--- src/hdl/timer_ccr_params.svh ---
// Overview of operation
// Output channel compares its active value with the counter to drive its compare output.
// Preload off: a software write goes straight into the active compare register.
// Preload on: a write waits in preload until an update event moves it.
// Channels 1 and 2 preload from mode register A; 3 and 4 from B.
// Input channel value holds the counter latched at its last capture event.
// Value register ignores writes in input mode; read-write in output mode.
// Burst length field bits 12:8 gives value plus one window accesses.
// Base field bits 4:0 selects the first register reached through the window.
// First window access reaches base; each next one reaches one word further.
// Software writes reserved burst control bits 15:13 and 7:5 with reset value.
// Window access maps to control one address plus four times base field.
// Trigger issues DMA requests; DMA makes full programmed transfer count, one each.
// After the final burst access the window offset returns to zero.
`ifndef TIMER_CCR_PARAMS_SVH
`define TIMER_CCR_PARAMS_SVH

`define CTRL_ONE_ADDR    8'h00
`define IRQ_MASK_ADDR    8'h0C
`define IRQ_STATUS_ADDR  8'h10
`define MODE_A_ADDR      8'h18
`define MODE_B_ADDR      8'h1C
`define CH1_VALUE_ADDR   8'h34
`define CH2_VALUE_ADDR   8'h38
`define CH3_VALUE_ADDR   8'h3C
`define CH4_VALUE_ADDR   8'h40
`define BURST_CTRL_ADDR  8'h48
`define WINDOW_ADDR      8'h4C

`define BURST_LEN_MSB    12
`define BURST_LEN_LSB    8
`define BURST_BASE_MSB   4
`define BURST_BASE_LSB   0

`define MODE_LO_SEL_LSB  0
`define MODE_LO_PRE_BIT  3
`define MODE_HI_SEL_LSB  8
`define MODE_HI_PRE_BIT  11
`define MODE_WMASK       16'h0B0B

`define CCR_RESET        16'h0000
`define BURST_RESET      16'h0000
`define MODE_RESET       16'h0000
`define IRQ_RESET        8'h00

`endif

--- src/hdl/timer_ccr_pkg.sv ---
package timer_ccr_pkg;

    typedef logic [15:0] word16_t;
    typedef logic [4:0]  field5_t;

    typedef enum logic [0:0]
    {
        BURST_IDLE = 1'b0,
        BURST_BUSY = 1'b1
    } burst_state_t;

endpackage : timer_ccr_pkg

--- src/hdl/ccr_chan_if.sv ---
`timescale 1ns/100ps
`default_nettype none
interface ccr_chan_if;
    import timer_ccr_pkg::*;

    logic    wr_en;
    word16_t wdata;
    logic    preload_en;
    logic    input_mode;
    logic    update_evt;
    logic    capture_evt;
    word16_t counter;
    word16_t value;
    logic    match;
    logic    match_evt;

    modport owner
    (
        output wr_en, wdata, preload_en, input_mode, update_evt, capture_evt, counter,
        input  value, match, match_evt
    );

    modport chan
    (
        input  wr_en, wdata, preload_en, input_mode, update_evt, capture_evt, counter,
        output value, match, match_evt
    );
endinterface : ccr_chan_if
`default_nettype wire

--- src/hdl/burst_window.sv ---
`timescale 1ns/100ps
`default_nettype none
`include "timer_ccr_params.svh"
module burst_window
(
    input  wire logic                   clk_sys,     // System clock
    input  wire logic                   srst,        // Synchronous reset
    input  wire timer_ccr_pkg::field5_t burst_len,   // Length field, transfers minus one
    input  wire logic                   trigger,     // DMA triggering event
    input  wire logic                   win_access,  // Access to the window this cycle
    output var  timer_ccr_pkg::field5_t offset,      // Word offset from base
    output logic                        dma_req      // Request towards DMA
);
    import timer_ccr_pkg::*;

    burst_state_t state_reg;
    field5_t      offset_reg;
    logic         gap_reg;
    logic         last_access;

    assign last_access = win_access && (offset_reg == burst_len);

    always_ff @(posedge clk_sys)
    begin
        if (srst)
            offset_reg <= 5'h00;
        else if (last_access)
            offset_reg <= 5'h00;
        else if (win_access)
            offset_reg <= offset_reg + 5'h01;
    end

    always_ff @(posedge clk_sys)
    begin
        if (srst)
            state_reg <= BURST_IDLE;
        else
        begin
            case (state_reg)
                BURST_IDLE: if (trigger) state_reg <= BURST_BUSY;
                BURST_BUSY: if (last_access) state_reg <= BURST_IDLE;
                default:    state_reg <= BURST_IDLE;
            endcase
        end
    end

    // One idle cycle after each access so each request stands alone
    always_ff @(posedge clk_sys)
    begin
        if (srst)
            gap_reg <= 1'b0;
        else
            gap_reg <= win_access;
    end

    assign dma_req = (state_reg == BURST_BUSY) && !gap_reg;
    assign offset  = offset_reg;
endmodule : burst_window
`default_nettype wire

--- src/hdl/ccr_channel.sv ---
`timescale 1ns/100ps
`default_nettype none
`include "timer_ccr_params.svh"
module ccr_channel
(
    input  wire logic clk_sys,   // System clock
    input  wire logic srst,      // Synchronous reset
    ccr_chan_if.chan  bus        // Channel control and status
);
    import timer_ccr_pkg::*;

    word16_t preload_reg;
    word16_t active_reg;
    logic    match_reg;
    logic    match_next;

    // Preload register doubles as the capture register in input mode
    always_ff @(posedge clk_sys)
    begin
        if (srst)
            preload_reg <= `CCR_RESET;
        else if (bus.input_mode && bus.capture_evt)
            preload_reg <= bus.counter;
        else if (!bus.input_mode && bus.wr_en)
            preload_reg <= bus.wdata;
    end

    always_ff @(posedge clk_sys)
    begin
        if (srst)
            active_reg <= `CCR_RESET;
        else if (!bus.input_mode && bus.wr_en && !bus.preload_en)
            active_reg <= bus.wdata;
        else if (!bus.input_mode && bus.preload_en && bus.update_evt)
            active_reg <= preload_reg;
    end

    assign match_next = !bus.input_mode && (bus.counter == active_reg);

    always_ff @(posedge clk_sys)
    begin
        if (srst)
            match_reg <= 1'b0;
        else
            match_reg <= match_next;
    end

    assign bus.value     = preload_reg;
    assign bus.match     = match_reg;
    assign bus.match_evt = match_next && !match_reg;
endmodule : ccr_channel
`default_nettype wire

--- src/hdl/timer_ccr_top.sv ---
// The strobed register port was left to the implementer.
`timescale 1ns/100ps
`default_nettype none
`include "timer_ccr_params.svh"
module timer_ccr_top
(
    input  wire logic                   clk_sys,          // System clock, 100 MHz
    input  wire logic                   srst,             // Synchronous reset, high
    input  wire logic [7:0]             reg_addr,         // Register byte address
    input  wire logic [31:0]            reg_wdata,        // Write data
    input  wire logic                   reg_wr,           // Write strobe
    input  wire logic                   reg_rd,           // Read strobe
    output logic [31:0]                 reg_rdata,        // Read data, cycle after strobe
    input  wire timer_ccr_pkg::word16_t counter_register, // Running timer counter
    input  wire logic                   update_event,     // Timer update event pulse
    input  wire logic                   dma_trigger,      // Event starting a burst
    output logic                        dma_req,          // DMA request level
    input  wire logic                   capture_in_ch1,   // Capture pin channel 1
    input  wire logic                   capture_in_ch2,   // Capture pin channel 2
    input  wire logic                   capture_in_ch3,   // Capture pin channel 3
    input  wire logic                   capture_in_ch4,   // Capture pin channel 4
    output logic                        compare_out_ch1,  // Compare match channel 1
    output logic                        compare_out_ch2,  // Compare match channel 2
    output logic                        compare_out_ch3,  // Compare match channel 3
    output logic                        compare_out_ch4,  // Compare match channel 4
    output logic                        irq               // Interrupt level
);
    import timer_ccr_pkg::*;

    localparam int CHANNELS = 4;

    // Channel index of a value register address, or 4 when none
    function automatic logic [2:0] chan_of(input logic [7:0] addr);
        case (addr)
            `CH1_VALUE_ADDR: chan_of = 3'd0;
            `CH2_VALUE_ADDR: chan_of = 3'd1;
            `CH3_VALUE_ADDR: chan_of = 3'd2;
            `CH4_VALUE_ADDR: chan_of = 3'd3;
            default:         chan_of = 3'd4;
        endcase
    endfunction : chan_of

    // Byte address reached through the window
    function automatic logic [7:0] window_target(input field5_t base, input field5_t offset);
        logic [5:0] word_index;
        word_index    = {1'b0, base} + {1'b0, offset};
        window_target = `CTRL_ONE_ADDR + {word_index, 2'b00};
    endfunction : window_target

    word16_t        mode_a_reg;
    word16_t        mode_b_reg;
    field5_t        burst_len_reg;
    field5_t        burst_base_reg;
    logic [7:0]     irq_status_reg;
    logic [7:0]     irq_status_next;
    logic [7:0]     irq_mask_reg;
    logic [31:0]    rdata_reg;
    logic [31:0]    rdata_next;

    logic [3:0]     cap_pins;
    logic [3:0]     cap_sync1_reg;
    logic [3:0]     cap_sync2_reg;
    logic [3:0]     cap_last_reg;
    logic [3:0]     cap_evt;
    logic [3:0]     chan_input;
    logic [3:0]     chan_preload;
    logic [3:0]     chan_match;
    logic [3:0]     chan_match_evt;
    word16_t        chan_value [CHANNELS];

    field5_t        win_offset;
    logic           win_access;
    logic [7:0]     eff_addr;
    logic [2:0]     eff_chan;
    logic           eff_wr;

    assign cap_pins = {capture_in_ch4, capture_in_ch3, capture_in_ch2, capture_in_ch1};

    // Two-flop synchroniser then edge detect on the second stage
    always_ff @(posedge clk_sys)
    begin
        if (srst)
        begin
            cap_sync1_reg <= 4'h0;
            cap_sync2_reg <= 4'h0;
            cap_last_reg  <= 4'h0;
        end
        else
        begin
            cap_sync1_reg <= cap_pins;
            cap_sync2_reg <= cap_sync1_reg;
            cap_last_reg  <= cap_sync2_reg;
        end
    end

    assign cap_evt = cap_sync2_reg & ~cap_last_reg;

    // Mode selection and preload enables per channel
    assign chan_input[0]   = mode_a_reg[`MODE_LO_SEL_LSB +: 2] != 2'b00;
    assign chan_input[1]   = mode_a_reg[`MODE_HI_SEL_LSB +: 2] != 2'b00;
    assign chan_input[2]   = mode_b_reg[`MODE_LO_SEL_LSB +: 2] != 2'b00;
    assign chan_input[3]   = mode_b_reg[`MODE_HI_SEL_LSB +: 2] != 2'b00;
    assign chan_preload[0] = mode_a_reg[`MODE_LO_PRE_BIT];
    assign chan_preload[1] = mode_a_reg[`MODE_HI_PRE_BIT];
    assign chan_preload[2] = mode_b_reg[`MODE_LO_PRE_BIT];
    assign chan_preload[3] = mode_b_reg[`MODE_HI_PRE_BIT];

    // Window accesses are redirected to the mapped register
    assign win_access = (reg_wr || reg_rd) && (reg_addr == `WINDOW_ADDR);
    assign eff_addr   = win_access ? window_target(burst_base_reg, win_offset)
                                   : reg_addr;
    assign eff_chan   = chan_of(eff_addr);
    assign eff_wr     = reg_wr;

    burst_window u_burst
    (
        .clk_sys    (clk_sys),
        .srst       (srst),
        .burst_len  (burst_len_reg),
        .trigger    (dma_trigger),
        .win_access (win_access),
        .offset     (win_offset),
        .dma_req    (dma_req)
    );

    ccr_chan_if chan_bus [CHANNELS] ();

    genvar gi;
    generate
        for (gi = 0; gi < CHANNELS; gi++)
        begin : g_chan
            assign chan_bus[gi].wr_en       = eff_wr && (eff_chan == 3'(gi));
            assign chan_bus[gi].wdata       = reg_wdata[15:0];
            assign chan_bus[gi].preload_en  = chan_preload[gi];
            assign chan_bus[gi].input_mode  = chan_input[gi];
            assign chan_bus[gi].update_evt  = update_event;
            assign chan_bus[gi].capture_evt = cap_evt[gi];
            assign chan_bus[gi].counter     = counter_register;
            assign chan_value[gi]           = chan_bus[gi].value;
            assign chan_match[gi]           = chan_bus[gi].match;
            assign chan_match_evt[gi]       = chan_bus[gi].match_evt;

            ccr_channel u_chan
            (
                .clk_sys (clk_sys),
                .srst    (srst),
                .bus     (chan_bus[gi])
            );
        end
    endgenerate

    assign compare_out_ch1 = chan_match[0];
    assign compare_out_ch2 = chan_match[1];
    assign compare_out_ch3 = chan_match[2];
    assign compare_out_ch4 = chan_match[3];

    always_ff @(posedge clk_sys)
    begin
        if (srst)
        begin
            mode_a_reg <= `MODE_RESET;
            mode_b_reg <= `MODE_RESET;
        end
        else if (eff_wr && eff_addr == `MODE_A_ADDR)
            mode_a_reg <= reg_wdata[15:0] & `MODE_WMASK;
        else if (eff_wr && eff_addr == `MODE_B_ADDR)
            mode_b_reg <= reg_wdata[15:0] & `MODE_WMASK;
    end

    // Reserved bits are not stored and read as zero
    always_ff @(posedge clk_sys)
    begin
        if (srst)
        begin
            burst_len_reg  <= 5'(`BURST_RESET >> `BURST_LEN_LSB);
            burst_base_reg <= 5'(`BURST_RESET >> `BURST_BASE_LSB);
        end
        else if (eff_wr && eff_addr == `BURST_CTRL_ADDR)
        begin
            burst_len_reg  <= reg_wdata[`BURST_LEN_MSB:`BURST_LEN_LSB];
            burst_base_reg <= reg_wdata[`BURST_BASE_MSB:`BURST_BASE_LSB];
        end
    end

    always_ff @(posedge clk_sys)
    begin
        if (srst)
            irq_mask_reg <= `IRQ_RESET;
        else if (eff_wr && eff_addr == `IRQ_MASK_ADDR)
            irq_mask_reg <= reg_wdata[7:0];
    end

    // Write one clears; a new event in the same cycle wins
    always_comb
    begin
        irq_status_next = irq_status_reg;
        if (eff_wr && eff_addr == `IRQ_STATUS_ADDR)
            irq_status_next = irq_status_next & ~reg_wdata[7:0];
        irq_status_next = irq_status_next | {cap_evt & chan_input, chan_match_evt};
    end

    always_ff @(posedge clk_sys)
    begin
        if (srst)
            irq_status_reg <= `IRQ_RESET;
        else
            irq_status_reg <= irq_status_next;
    end

    assign irq = |(irq_status_reg & irq_mask_reg);

    always_comb
    begin
        rdata_next = 32'h0000_0000;
        if (reg_rd)
        begin
            case (eff_addr)
                `CH1_VALUE_ADDR:  rdata_next[15:0] = chan_value[0];
                `CH2_VALUE_ADDR:  rdata_next[15:0] = chan_value[1];
                `CH3_VALUE_ADDR:  rdata_next[15:0] = chan_value[2];
                `CH4_VALUE_ADDR:  rdata_next[15:0] = chan_value[3];
                `MODE_A_ADDR:     rdata_next[15:0] = mode_a_reg;
                `MODE_B_ADDR:     rdata_next[15:0] = mode_b_reg;
                `IRQ_MASK_ADDR:   rdata_next[7:0]  = irq_mask_reg;
                `IRQ_STATUS_ADDR: rdata_next[7:0]  = irq_status_reg;
                `BURST_CTRL_ADDR:
                begin
                    rdata_next[`BURST_LEN_MSB:`BURST_LEN_LSB]   = burst_len_reg;
                    rdata_next[`BURST_BASE_MSB:`BURST_BASE_LSB] = burst_base_reg;
                end
                default:          rdata_next = 32'h0000_0000;
            endcase
        end
    end

    always_ff @(posedge clk_sys)
    begin
        if (srst)
            rdata_reg <= 32'h0000_0000;
        else
            rdata_reg <= rdata_next;
    end

    assign reg_rdata = rdata_reg;
endmodule : timer_ccr_top
`default_nettype wire

--- config.mk ---
export PLATFORM = sky130hd
export DESIGN_NAME = timer_ccr_top
export DESIGN_NICKNAME = d
export VERILOG_FILES = /design/src/hdl/timer_ccr_pkg.sv /design/src/hdl/ccr_chan_if.sv /design/src/hdl/burst_window.sv /design/src/hdl/ccr_channel.sv /design/src/hdl/timer_ccr_top.sv
export VERILOG_INCLUDE_DIRS = /design/src /design/src/hdl
export SDC_FILE = /design/constraint.sdc
export NUM_CORES = 1
export LEC_CHECK = 0
export ABC_CLOCK_PERIOD_IN_PS = 3200
export BUFFER_PORTS_ARGS = -buffer_cell sky130_fd_sc_hd__buf_2
export CELL_PAD_IN_SITES_DETAIL_PLACEMENT = 1
export CELL_PAD_IN_SITES_GLOBAL_PLACEMENT = 1
export CORE_UTILIZATION = 30
export CTS_BUF_LIST = sky130_fd_sc_hd__clkbuf_2
export CTS_CLUSTER_DIAMETER = 100
export CTS_CLUSTER_SIZE = 10
export DETAILED_ROUTE_END_ITERATION = 8
export GPL_TIMING_DRIVEN = 0
export PLACE_DENSITY_LB_ADDON = 0.1
export SLEW_MARGIN = 20
export SYNTH_ARGS = -nofsm -noshare
export SYNTH_HDL_FRONTEND = slang
export SYNTH_SLANG_ARGS = --single-unit
--- constraint.sdc ---
create_clock -name clk_sys -period 3.2 [get_ports clk_sys]
set_clock_uncertainty 0.05 [all_clocks]
set_input_delay 0.48 -clock clk_sys [delete_from_list [all_inputs] [get_ports clk_sys]]
set_output_delay 0.48 -clock clk_sys [all_outputs]
set_load 0.01 [all_outputs]
# == After elaboration in Yosys (flattened, before gate mapping) ==
# Cells that the tools add are included.
# Widths: inputs -> output; s select.
# op_classes
eq_ne,18
reduce_logical,71
muxes,26
bitwise,10
addsub,2
# ops
cell,count
$mux 16,16
$eq 16x16->1,4
$pmux 5 s9,1
$logic_and 1x1->1,40
$pmux 5 s7,1
$eq 8x5->1 const B,3
$eq 8x6->1 const B,3
$eq 8x7->1 const B,3
$pmux 3 s4,2
$reduce_bool 2->1,12
$pmux 3 s6,1
$and 8x8->8,2
$mux 8,2
$logic_not 1->1,13
$and 4x4->4,2
$eq 8x4->1 const B,1
$not 8->8,1
$or 8x8->8,1
$reduce_or 8->1,1
$add 5x5->6,1
$eq 3x2->1 const B,2
$add 5x1->5 const B,1
$eq 5x5->1,1
$not 4->4,1
other kinds (8),12
# word_totals
wordCells,153
regBits,221
inputBits,66
output_inout_bits,38

# == Longest topological paths before layout ==
# Gate-level depths: netlist of run 1.
# logic_depth
ltp_word,10
mapped_depth,12

# == Cells and area by module ==
# From an unflattened synthesis of run 1, not the netlist that was laid out.
# unflattened
cells_unflattened,1238
area_unflattened_um2,10578.9
# by_module_without_submodules
mod,instances,seq_area_each_um2,area_each_um2,cells_per_inst
ccr_channel,4,660.6,1645.3,198
timer_ccr_top,1,1321.3,3624.7,412
burst_window,1,140.1,372.9,34

# == Least setup slack after synthesis of run 1 ==
# No wires, ideal clock.
# synth_timing
path_type,register to register
start,register u_burst.offset_reg[0] (netlist: u_burst.offset[0])
end,register g_chan[1].u_chan.preload_reg[12]
arrival_time_ps,3145
path_stages_with_launch,13
setup_ps,136
path_slack_ps,-131
path_cell_list,dfxtp_1 -> ha_1 -> fa_1 -> a211o_1 -> a21o_1 -> a2111o_1 -> buf_6 -> a211o_4 -> or3_1 -> buf_2 -> buf_6 -> nor3_2 -> nor4_2
# synth_between
elab_chain_cells,8
word_cells_on_any_way,11
classes_between,1 x add/sub; 5 x eq/ne; 2 x mux; 3 x reduce/logical
# synth_lines
item,line_no,source
from (decl),burst_window.sv:17,field5_t offset_reg;
from (signal assigned),burst_window.sv:30,offset_reg <= offset_reg + 5'h01;
$add 5x5->6 (*),timer_ccr_top.sv:46,"word_index = {1'b0, base} + {1'b0, offset};"
$mux 8 (*),timer_ccr_top.sv:110,"assign eff_addr = win_access ? window_target(burst_base_reg, win_offset)"
$eq 8x7->1 / $eq 8x6->1 (equally long branches),timer_ccr_top.sv:34,case (addr)
$pmux 3 s4 (*),timer_ccr_top.sv:34,
$eq 3x1->1 (*),timer_ccr_top.sv:132,assign chan_bus[gi].wr_en = eff_wr && (eff_chan == 3'(gi));
$logic_and 1x1->1 (*),timer_ccr_top.sv:132,
$logic_and 1x1->1 (*),ccr_channel.sv:24,else if (!bus.input_mode && bus.wr_en)
$reduce_bool 2->1 (no line) (*),--,
to (signal assigned),ccr_channel.sv:21,preload_reg <= `CCR_RESET;
to (signal assigned),ccr_channel.sv:23,preload_reg <= bus.counter;
to (signal assigned),ccr_channel.sv:25,preload_reg <= bus.wdata;
to (decl),ccr_channel.sv:12,word16_t preload_reg;
# Mark *: on every way between the ends. The rest lies on a longest branch, timed or not.
# A chain may end at the register's enable or synchronous reset.

# == Final worst setup path of run 1 ==
# layout_timing
start,register burst_base_reg[0]
end,register g_chan[1].u_chan.preload_reg[14]
# layout_between
elab_chain_cells,8
word_cells_on_any_way,11
classes_between,1 x add/sub; 5 x eq/ne; 2 x mux; 3 x reduce/logical
# layout_lines
item,line_no,source
from (decl),timer_ccr_top.sv:53,field5_t burst_base_reg;
from (signal assigned),timer_ccr_top.sv:176,burst_base_reg <= 5'(`BURST_RESET >> `BURST_BASE_LSB);
from (signal assigned),timer_ccr_top.sv:181,burst_base_reg <= reg_wdata[`BURST_BASE_MSB:`BURST_BASE_LSB];
$add 5x5->6 (*),timer_ccr_top.sv:46,
$mux 8 (*),timer_ccr_top.sv:110,
$eq 8x7->1 / $eq 8x6->1 (equally long branches),timer_ccr_top.sv:34,
$pmux 3 s4 (*),timer_ccr_top.sv:34,
$eq 3x1->1 (*),timer_ccr_top.sv:132,
$logic_and 1x1->1 (*),timer_ccr_top.sv:132,
$logic_and 1x1->1 (*),ccr_channel.sv:24,
$reduce_bool 2->1 (no line) (*),--,
# Marked as above.

==> results of run 1 <==
## cell families (layout without fill, tap and decap cells)
| family | count (synthesis) | in the layout | synth area share |
|---|---|---|---|
| xor gates and xnor gates | 75 | 75 | 0.0636 |
| DFF | 205 | 205 | 0.398 |
| other | 1 | 18 | 0.000363 |
| buffers and inverters | 139 | 300 | 0.0652 |
| adders and majority gates | 7 | 7 | 0.00921 |
| AOI/OAI and AO/OA | 333 | 333 | 0.231 |
| and+or+nand+nor | 422 | 422 | 0.199 |
| muxes | 35 | 35 | 0.0341 |
## metrics by stage
step | cell area [µm²] | total power [mW] | util | instances
2_1_floorplan | 10400 | 2.83 | - | 1232
3_3_place_gp | 11200 | 3.01 | 0.332 | 1727
3_5_place_dp | 11200 | 3.01 | 0.333 | 1727
4_1_cts | 12500 | 4.21 | 0.372 | 1813
5_1_grt | 13300 | 4.36 | 0.395 | 1843
6_report | 13300 | 4.22 | 0.395 | 1843
## worst min-delay path by stage
stage	startpoint	end	slack [ns]	cells past startpoint
after CTS	reg_addr[4]	u_burst.gap_reg	0.005	4
after global routing	reg_addr[4]	u_burst.gap_reg	0.01	4
after detailed placement	cap_sync1_reg[1]	cap_sync2_reg[1]	0.37	1
after floorplan	cap_sync1_reg[0]	cap_sync2_reg[0]	0.36	1
final	reg_addr[4]	u_burst.gap_reg	0.07	4
after global placement	cap_sync1_reg[1]	cap_sync2_reg[1]	0.37	1
## worst register-to-register path: cells and delay by family, from the launching register on
family                     cells  cell delay (ns)
AOI/OAI and AO/OA              4             1.30
and+or+nand+nor                3             0.65
adders and majority gates      2             0.52
DFF                            1             0.41
buffers and inverters          2             0.33
## what timing repair did
action | in CTS | in global routing
setup endpoints to repair | 182 | 178
setup buffers | 39 | 27
hold endpoints to repair | 46 | 0
pin swaps | 68 | 95
gates cloned | 6 | 3
gates resized for setup | 147 | 146
hold buffers | 18 | 0
## Yosys cell counts, drive strengths merged (2+ instances only)
master and n:
or3 4, nor3b 4, nand2 148, or2 6
clkbuf 81, a221oi 7, a31oi 7, nor2 94
nor3 27, a41oi 2, nand3 63, o31ai 2
nand3b 5, a2111o 2, inv 10, dfxtp 205
ha 6, buf 48, nor4 25, a22o 6
a22oi 99, a222oi 6, mux2i 34, a21o 2
nor2b 14, or3b 2, a21oi 116, a2111oi 2
a32o 4, a211oi 30, a311oi 25, nand4 9
and4 2, and3 9, o41ai 3, xor2 62
xnor2 13, o21ai 8, a32oi 3, a211o 3
and2 6
## per-layer routing
layer | vias to the layer above | GRT usage | part of all wire
met5 | - | 0.00412 | 0
met3 | 87 | 0.0298 | 0.051
met1 | 5316 | 0.371 | 0.44
li1 | 4717 | - | -
met4 | 0 | 0.108 | 0.037
met2 | 341 | 0.464 | 0.47
## where the power goes
part	switching [mW]	internal [mW]	leakage, nW
Sequential	0.00636	2.57	1.66
Clock	0.985	0.208	0.109
Combinational	0.331	0.122	2.90
Total	1.32	2.90	4.66
## final cells by class
type | count | area, µm² | area share
multi-input combinational | 888 | 6480 | 0.487
sequential | 205 | 4120 | 0.309
timing repair buffer | 139 | 1190 | 0.0893
buffer | 124 | 791 | 0.0594
tap | 448 | 561 | 0.0421
clock buffer | 25 | 125 | 0.00940
inverter | 10 | 37.5 | 0.00282
clock inverter | 2 | 8.76 | 0.000658
antenna | 2 | 5.00 | 0.000376
==> reports/metrics.csv, run 1 <==
stage,metric,value,unit
yosys,syn_area,10300,µm²
timing,min_period_over_period,1.03,
critical_path,worstPathMaxFanout,10,
critical_path,rr_startpoint,burst_base_reg[0],
yosys,synth_cell_types,70,
yosys,synth-main-ff-cell,dfxtp_1,
placed_design,dpl.hpwl,35.5,mm
detailed_routing,drc_errors,0,
status,status,"complete, but fails checks",
critical_path,crit_arrival,4.05,ns
timing,slew_headroom,0.130,
final_layout,final_common_cell,dfxtp_1,
detailed_routing,drt_iter0_markers,847,
critical_path,cp.buffers_inverters,2,
global_route,grt_pass1_vias,10516,
placed_design,place_ws,-0.933,ns
detailed_routing,postRouteAntennaNets,0,
critical_path,startpoint,burst_base_reg[0],
clock_network,cts.reportedPaths.clkPinSlew,0.22,ns
yosys,synth_top_area_frac,0.398,
global_route,grt_pass1_wl,72.3,mm
timing,drv_slew,0,
clock_network,clkLatencyLatePin,0.95,ns
pwr,power.density,317,nW/µm²
yosys,async_reset_ff_frac,0,
floorplan,die_h,187,µm
critical_path,critical_path.top_delay_family,compound AO/OA/AOI/OAI gates,
global_route,antenna_found_initial,2,
timing,tightest_slew,1.29,ns
yosys,avgSynthCellArea,8.48,µm²
floorplan,start_util,0.306,
clock_network,cts_buffer_depth,3,
global_route,grt_use_total,0.279,
critical_path,r2r_end,g_chan[1].u_chan.bus.value[14],
pwr,peakVddDrop,214,µV
yosys,synth.area.top_cells,"dfxtp_1, a22oi_1, a21oi_1",
clock_network,cts_inserted_buffers,24,
detailed_routing,first_pass_iters,5,
placed_design,place.gp.congestion,0.915,
yosys,yosys.area.top_type,dfxtp_1,
yosys,yosys_warnings,0,
detailed_routing,num_vias,10461,
critical_path,crit_cells,11,
timing,setup_tns,-1.82,ns
floorplan,dieArea,35200,µm²
critical_path,path_cells,"ha_4, fa_2, a211o_1, a21o_1, a2111o_1, buf_6, a211o_4, or3_4, buf_12, nor3_4, nor4_2",
pwr,cellLeakagePower,4.66,nW
yosys,synthCells,1217,
final_layout,layout_common_cells,"dfxtp_1, nand2_1, a21oi_1, nor2_1, clkbuf_1",
critical_path,cp_slowest_cell,a2111o_1,
final_layout,nNetsFinal,1465,
timing,hold_viol_final,0,
clock_network,cts_tree,yes,
timing,fin_ws,-0.108,ns
critical_path,slowest_delay,0.44,ns
critical_path,r2r_cells,11,
clock_network,clock-sinks,205,
timing,post-route-min-period,3.31,ns
global_route,grt_max_degree,17,
yosys,ys_seq_area_frac,0.398,
floorplan,die_x,187,µm
hold_path,hp-class,input pin to flop,
critical_path,crit_path_end,g_chan[1].u_chan.bus.value[14],
global_route,overflow,0,
detailed_routing,vias_per_cell,5.68,
yosys,ys_ff_latch,205,
floorplan,ioPinCount,104,
floorplan,rows,67,
critical_path,cp.required,3.95,ns
timing,grt_setup_unrepaired,true,
job,maxCapViolations,0,
timing,max_freq,0.302,GHz
timing,whs,0.0681,ns
floorplan,core_area,33700,µm²
placed_design,io_buffers,47,
yosys,synth_edf_count,0,
final_layout,n_fill_cell,3996,
final_layout,drive_above_1_share,0.276,
critical_path,rrSetupSlack,-0.11,ns
timing,setup_violations,50,
final_layout,syn_to_final_growth,29.0,%
detailed_routing,drt_wl_total,50.2,mm
status,violations,setup timing,
critical_path,end_kind,flop,
clock_network,htreeDepth,1,
clock_network,cts_root_buf,clkbuf_2,
critical_path,startpoint_type,flop,
critical_path,critPathKind,flop to flop,
detailed_routing,wire_per_inst,27.2,µm
No activity file was read; power rests on OpenSTA's default activity.
==> run 2, diff against run 1 <==
--- a/config.mk
+++ b/config.mk
@@ -16,8 +16,9 @@
 export CTS_CLUSTER_SIZE = 10
 export DETAILED_ROUTE_END_ITERATION = 8
 export GPL_TIMING_DRIVEN = 0
-export PLACE_DENSITY_LB_ADDON = 0.1
+export PLACE_DENSITY_LB_ADDON = 0.15
 export SLEW_MARGIN = 20
 export SYNTH_ARGS = -nofsm -noshare
 export SYNTH_HDL_FRONTEND = slang
 export SYNTH_SLANG_ARGS = --single-unit
+export TNS_END_PERCENT = 20
==> run 2 against run 1 <==
The flow still finishes with violations (setup timing). Maximum frequency down 1.6%. Combinational power down 3%. Cell count down 1.1%. First-iteration DRC count down 14%. Global-route usage down 0.75 points. Sequential cell count unchanged. Utilization down 1.4 points. Cell area down 3.6%. Sequential power about the same. Register-to-register slack worse by 0.06 ns. Non-clock buffer count down 18. Total power down 0.60%.
==> reports/metrics.csv, run 2 (synthesized netlist as in run 1, its figures left out) <==
stage,metric,value,unit
timing,setup_tns,-4.13,ns
critical_path,startpoint_type,flop,
timing,hold_viol_final,0,
floorplan,die_h,187,µm
final_layout,drive_above_1_share,0.234,
floorplan,rows,67,
timing,post-route-min-period,3.36,ns
critical_path,cp.required,3.91,ns
clock_network,clock-sinks,205,
timing,fin_ws,-0.163,ns
floorplan,core_area,33700,µm²
pwr,power.density,327,nW/µm²
final_layout,nNetsFinal,1447,
floorplan,die_x,187,µm
timing,tightest_slew,1.10,ns
detailed_routing,wire_per_inst,26.9,µm
detailed_routing,num_vias,10387,
global_route,grt_pass1_wl,70.8,mm
critical_path,critPathKind,flop to flop,
placed_design,placed_cell_area,11200,µm²
hold_path,hp-class,input pin to flop,
placed_design,dpl.hpwl,34.9,mm
global_route,grt_pass1_vias,10463,
critical_path,worstPathMaxFanout,7,
clock_network,cts.reportedPaths.clkPinSlew,0.26,ns
final_layout,syn_to_final_growth,24.4,%
detailed_routing,first_pass_iters,5,
placed_design,place.gp.congestion,0.922,
floorplan,start_util,0.306,
detailed_routing,drc_errors,0,
timing,setup_violations,80,
final_layout,fin_area,12800,µm²
job,maxCapViolations,0,
placed_design,io_buffers,47,
timing,grt_setup_unrepaired,true,
detailed_routing,drt_wl_total,49.0,mm
global_route,overflow,0,
status,violations,setup timing,
timing,slew_headroom,0.266,
timing,min_period_over_period,1.05,
pwr,peakVddDrop,181,µV
final_layout,final_common_cell,dfxtp_1,
detailed_routing,vias_per_cell,5.70,
floorplan,dieArea,35200,µm²
global_route,grt_max_degree,17,
clock_network,cts_buffer_depth,3,
critical_path,crit_arrival,4.07,ns
detailed_routing,drt_iter0_markers,727,
clock_network,clkLatencyLatePin,0.91,ns
timing,drv_slew,0,
clock_network,cts_tree,yes,
status,status,"complete, but fails checks",
global_route,grt_use_total,0.272,
pwr,cellLeakagePower,4.51,nW
hold_path,min_delay_path_depth,3,
detailed_routing,postRouteAntennaNets,0,
clock_network,cts_inserted_buffers,24,
final_layout,final_core_util,0.381,
critical_path,end_kind,flop,
clock_network,htreeDepth,1,
clock_network,cts_root_buf,clkbuf_2,
final_layout,layout_common_cells,"dfxtp_1, nand2_1, a21oi_1, a22oi_1, nor2_1",
critical_path,r2r_cells,11,
floorplan,ioPinCount,104,
timing,max_freq,0.297,GHz
global_route,antenna_found_initial,1,
-- run 2: changes by cell type in the layout (fill, tap and decap cells not counted), moves of 6 or more --
cell / delta
nor2_1: +6
nand3_2: +6
nand2_1: +11
nand2_2: -11
a22oi_1: +24
a22oi_2: -24
buf_6: -14
-- run 2: repair_timing --
item	in CTS	in global routing
hold buffers	18	0
pin swaps	79	37
buffers inserted	36	11
resized for setup	136	85
gates cloned	3	5
endpoints found under the setup margin	182	175
endpoints found under the hold margin	45	0
-- run 2: path summary, 6_finish.rpt --
check / startpoint / to / slack, ns
min: srst / irq_status_reg[1] / 0.02
max reg2reg: u_burst.offset[0] / g_chan[2].u_chan.bus.value[15] / -0.16
max: u_burst.offset[0] / g_chan[2].u_chan.bus.value[15] / -0.16
min reg2reg: cap_sync1_reg[0] / cap_sync2_reg[0] / 0.39
-- run 2: metal layers --
layer	global-route usage	wire length (µm)	vias up
met3	0.0292	2450	107
li1	-	-	4683
met1	0.355	21400	5213
met4	0.109	2020	0
met5	0	0	-
met2	0.457	23100	384
-- run 2: per-stage QoR --
step                std cells  worst slack [ns]  hold WS [ns]  power, mW
global placement         1727            -0.736         0.373       3.00
finish                   1823            -0.163        0.0163       4.19
global route             1823            -0.202        0.0379       4.32
CTS                      1809            -0.251       0.00261       4.20
floorplan                1232           0.00142         0.364       2.83
detailed placement       1727            -0.829         0.375       3.00
-- run 2: area by class of cell --
type	count	area, µm²
diodes	1	2.50
plain buffers	125	791
clock buffers	25	125
clock inverters	1	7.51
fillers	4015	20900
inverters	10	37.5
multi-input cells	888	6230
flip-flops and latches	205	4120
well taps	448	561
repair buffers	120	967
-- run 2: worst max-delay path, cell delays in order, from the launching register on --
cell	delay, ns
dfxtp_4	0.42
ha_4	0.16
fa_2	0.36
a211o_1	0.30
a21o_1	0.18
a2111o_1	0.39
buf_6	0.16
a211o_4	0.39
or3_4	0.47
clkbuf_16	0.19
nand2_2	0.06
a311oi_1	0.08
-- run 2: report_power, final --
group	switching, mW	internal [mW]
Sequential	0.00608	2.57
Combinational	0.324	0.117
Clock	0.974	0.207
Total	1.30	2.89
==> run 3, diff against run 2 <==
--- a/config.mk
+++ b/config.mk
@@ -16,7 +16,8 @@
 export CTS_CLUSTER_SIZE = 10
 export DETAILED_ROUTE_END_ITERATION = 8
 export GPL_TIMING_DRIVEN = 0
-export PLACE_DENSITY_LB_ADDON = 0.15
+export PLACE_DENSITY = 0.57
+export SETUP_SLACK_MARGIN = 0.3
 export SLEW_MARGIN = 20
 export SYNTH_ARGS = -nofsm -noshare
 export SYNTH_HDL_FRONTEND = slang
==> run 3 against run 2 <==
The run still ends with setup timing left. Critical path depth increased by 1. Hold slack improved by 0.094 ns. Maximum frequency increased by 0.21%. Combinational power increased by 1%. Sequential power about the same. Worst setup slack improved by 0.0070 ns. Register-to-register slack about the same. Highest routed layer unchanged.
==> reports/metrics.csv, run 3 (synthesized netlist as in run 1, its figures left out) <==
stage,metric,value,unit
detailed_routing,vias_per_cell,5.70,
pwr,power.total,4.20,mW
final_layout,nNetsFinal,1449,
global_route,antenna_found_initial,2,
pwr,cellLeakagePower,4.55,nW
timing,fin_ws,-0.156,ns
floorplan,die_h,187,µm
floorplan,rows,67,
critical_path,startpoint_type,flop,
global_route,grt_max_degree,12,
timing,slew_headroom,0.251,
timing,drv_slew,0,
pwr,peakVddDrop,179,µV
critical_path,worstPathMaxFanout,7,
floorplan,dieArea,35200,µm²
clock_network,clock-sinks,205,
hold_path,worstHoldStart,srst,
final_layout,layout_common_cells,"dfxtp_1, nand2_1, a21oi_1, nor2_1, a22oi_1",
critical_path,end_kind,flop,
final_layout,syn_to_final_growth,26.0,%
critical_path,crit_arrival,4.08,ns
timing,hold_viol_final,0,
timing,post-route-min-period,3.36,ns
timing,max_freq,0.298,GHz
global_route,grt_pass1_vias,10428,
detailed_routing,wire_per_inst,26.8,µm
critical_path,critPathKind,flop to flop,
job,maxCapViolations,0,
global_route,grt_pass1_wl,70.9,mm
timing,grt_setup_unrepaired,true,
detailed_routing,drt_wl_total,48.9,mm
clock_network,cts.reportedPaths.clkPinSlew,0.22,ns
placed_design,io_buffers,47,
status,status,"complete, but fails checks",
global_route,grt_use_total,0.272,
final_layout,drive_above_1_share,0.243,
detailed_routing,postRouteAntennaNets,0,
placed_design,placed_cell_area,11200,µm²
detailed_routing,num_vias,10400,
clock_network,htreeDepth,1,
critical_path,startpoint,burst_base_reg[0],
floorplan,ioPinCount,104,
detailed_routing,first_pass_iters,6,
floorplan,core_area,33700,µm²
clock_network,clkLatencyLatePin,0.94,ns
critical_path,rr_startpoint,burst_base_reg[0],
floorplan,die_x,187,µm
hold_path,hp-class,input pin to flop,
timing,tightest_slew,1.12,ns
global_route,overflow,0,
final_layout,final_core_util,0.386,
placed_design,dpl.hpwl,34.8,mm
detailed_routing,drc_errors,0,
placed_design,place.gp.congestion,0.907,
final_layout,final_common_cell,dfxtp_1,
final_layout,fin_area,13000,µm²
detailed_routing,drt_iter0_markers,774,
status,violations,setup timing,
critical_path,cp.required,3.92,ns
timing,setup_violations,58,
clock_network,cts_root_buf,clkbuf_2,
clock_network,cts_tree,yes,
floorplan,start_util,0.306,
final_layout,n_fill_cell,3967,
pwr,power.density,323,nW/µm²
clock_network,cts_buffer_depth,3,
placed_design,place_ws,-0.772,ns
timing,min_period_over_period,1.05,
clock_network,cts_inserted_buffers,24,
-- run 3: final cells by class --
cell class | count | area [µm²] | share of cell area
multi-input cells | 888 | 6340 | 0.488
flip-flops and latches | 205 | 4120 | 0.317
repair buffers | 118 | 935 | 0.0719
plain buffers | 129 | 872 | 0.0671
well taps | 448 | 561 | 0.0431
clock buffers | 25 | 125 | 0.00962
inverters | 10 | 37.5 | 0.00289
clock inverters | 1 | 7.51 | 0.000577
diodes | 1 | 2.50 | 0.000192
-- run 3: worst paths after layout --
kind                                                 endpoint  slack (ns)  cells after the start
worst max-delay path            g_chan[2].u_chan.bus.value[6]       -0.16                     12
worst min-delay path                        irq_status_reg[3]        0.11                      3
worst max register to register  g_chan[2].u_chan.bus.value[6]       -0.16                     12
worst min register to register                cap_last_reg[2]        0.38                      1
-- run 3: what timing repair did --
item,in CTS,in global routing
endpoints found under the setup margin,182,182
gates resized for setup,185,57
hold buffers,19,0
cloned,2,2
setup buffers,33,15
pin swaps,133,56
endpoints found under the hold margin,47,0
-- run 3: per-layer routing --
metal / vias up / GRT usage / wire (µm)
met3: 102 / 0.0328 / 2350
met2: 332 / 0.450 / 22700
met5: - / 0 / 0
met4: 0 / 0.109 / 2040
li1: 4693 / - / -
met1: 5273 / 0.360 / 21800
-- run 3: worst max-delay path, stage by stage, from the launching register on --
cell	delay [ns]
dfxtp_2	0.41
ha_4	0.18
fa_2	0.35
a211o_1	0.29
a21o_1	0.18
a2111o_1	0.39
buf_6	0.16
a211o_4	0.39
or3_4	0.36
buf_6	0.15
clkbuf_16	0.15
nand3_1	0.09
a21oi_1	0.08
-- run 3: report_power, final --
group	internal (mW)	switching, mW
Sequential	2.57	0.00609
Combinational	0.118	0.327
Clock	0.207	0.978
Total	2.89	1.31
-- run 3: metrics by stage --
step / hold WS, ns / setup TNS, ns / std cells
3_5_place_dp: 0.377 / -61.50 / 1727
6_report: 0.110 / -3.80 / 1825
3_3_place_gp: 0.370 / -58.22 / 1727
2_1_floorplan: 0.364 / 0 / 1232
5_1_grt: 0.0582 / -13.17 / 1825
4_1_cts: 0.0362 / -12.67 / 1807
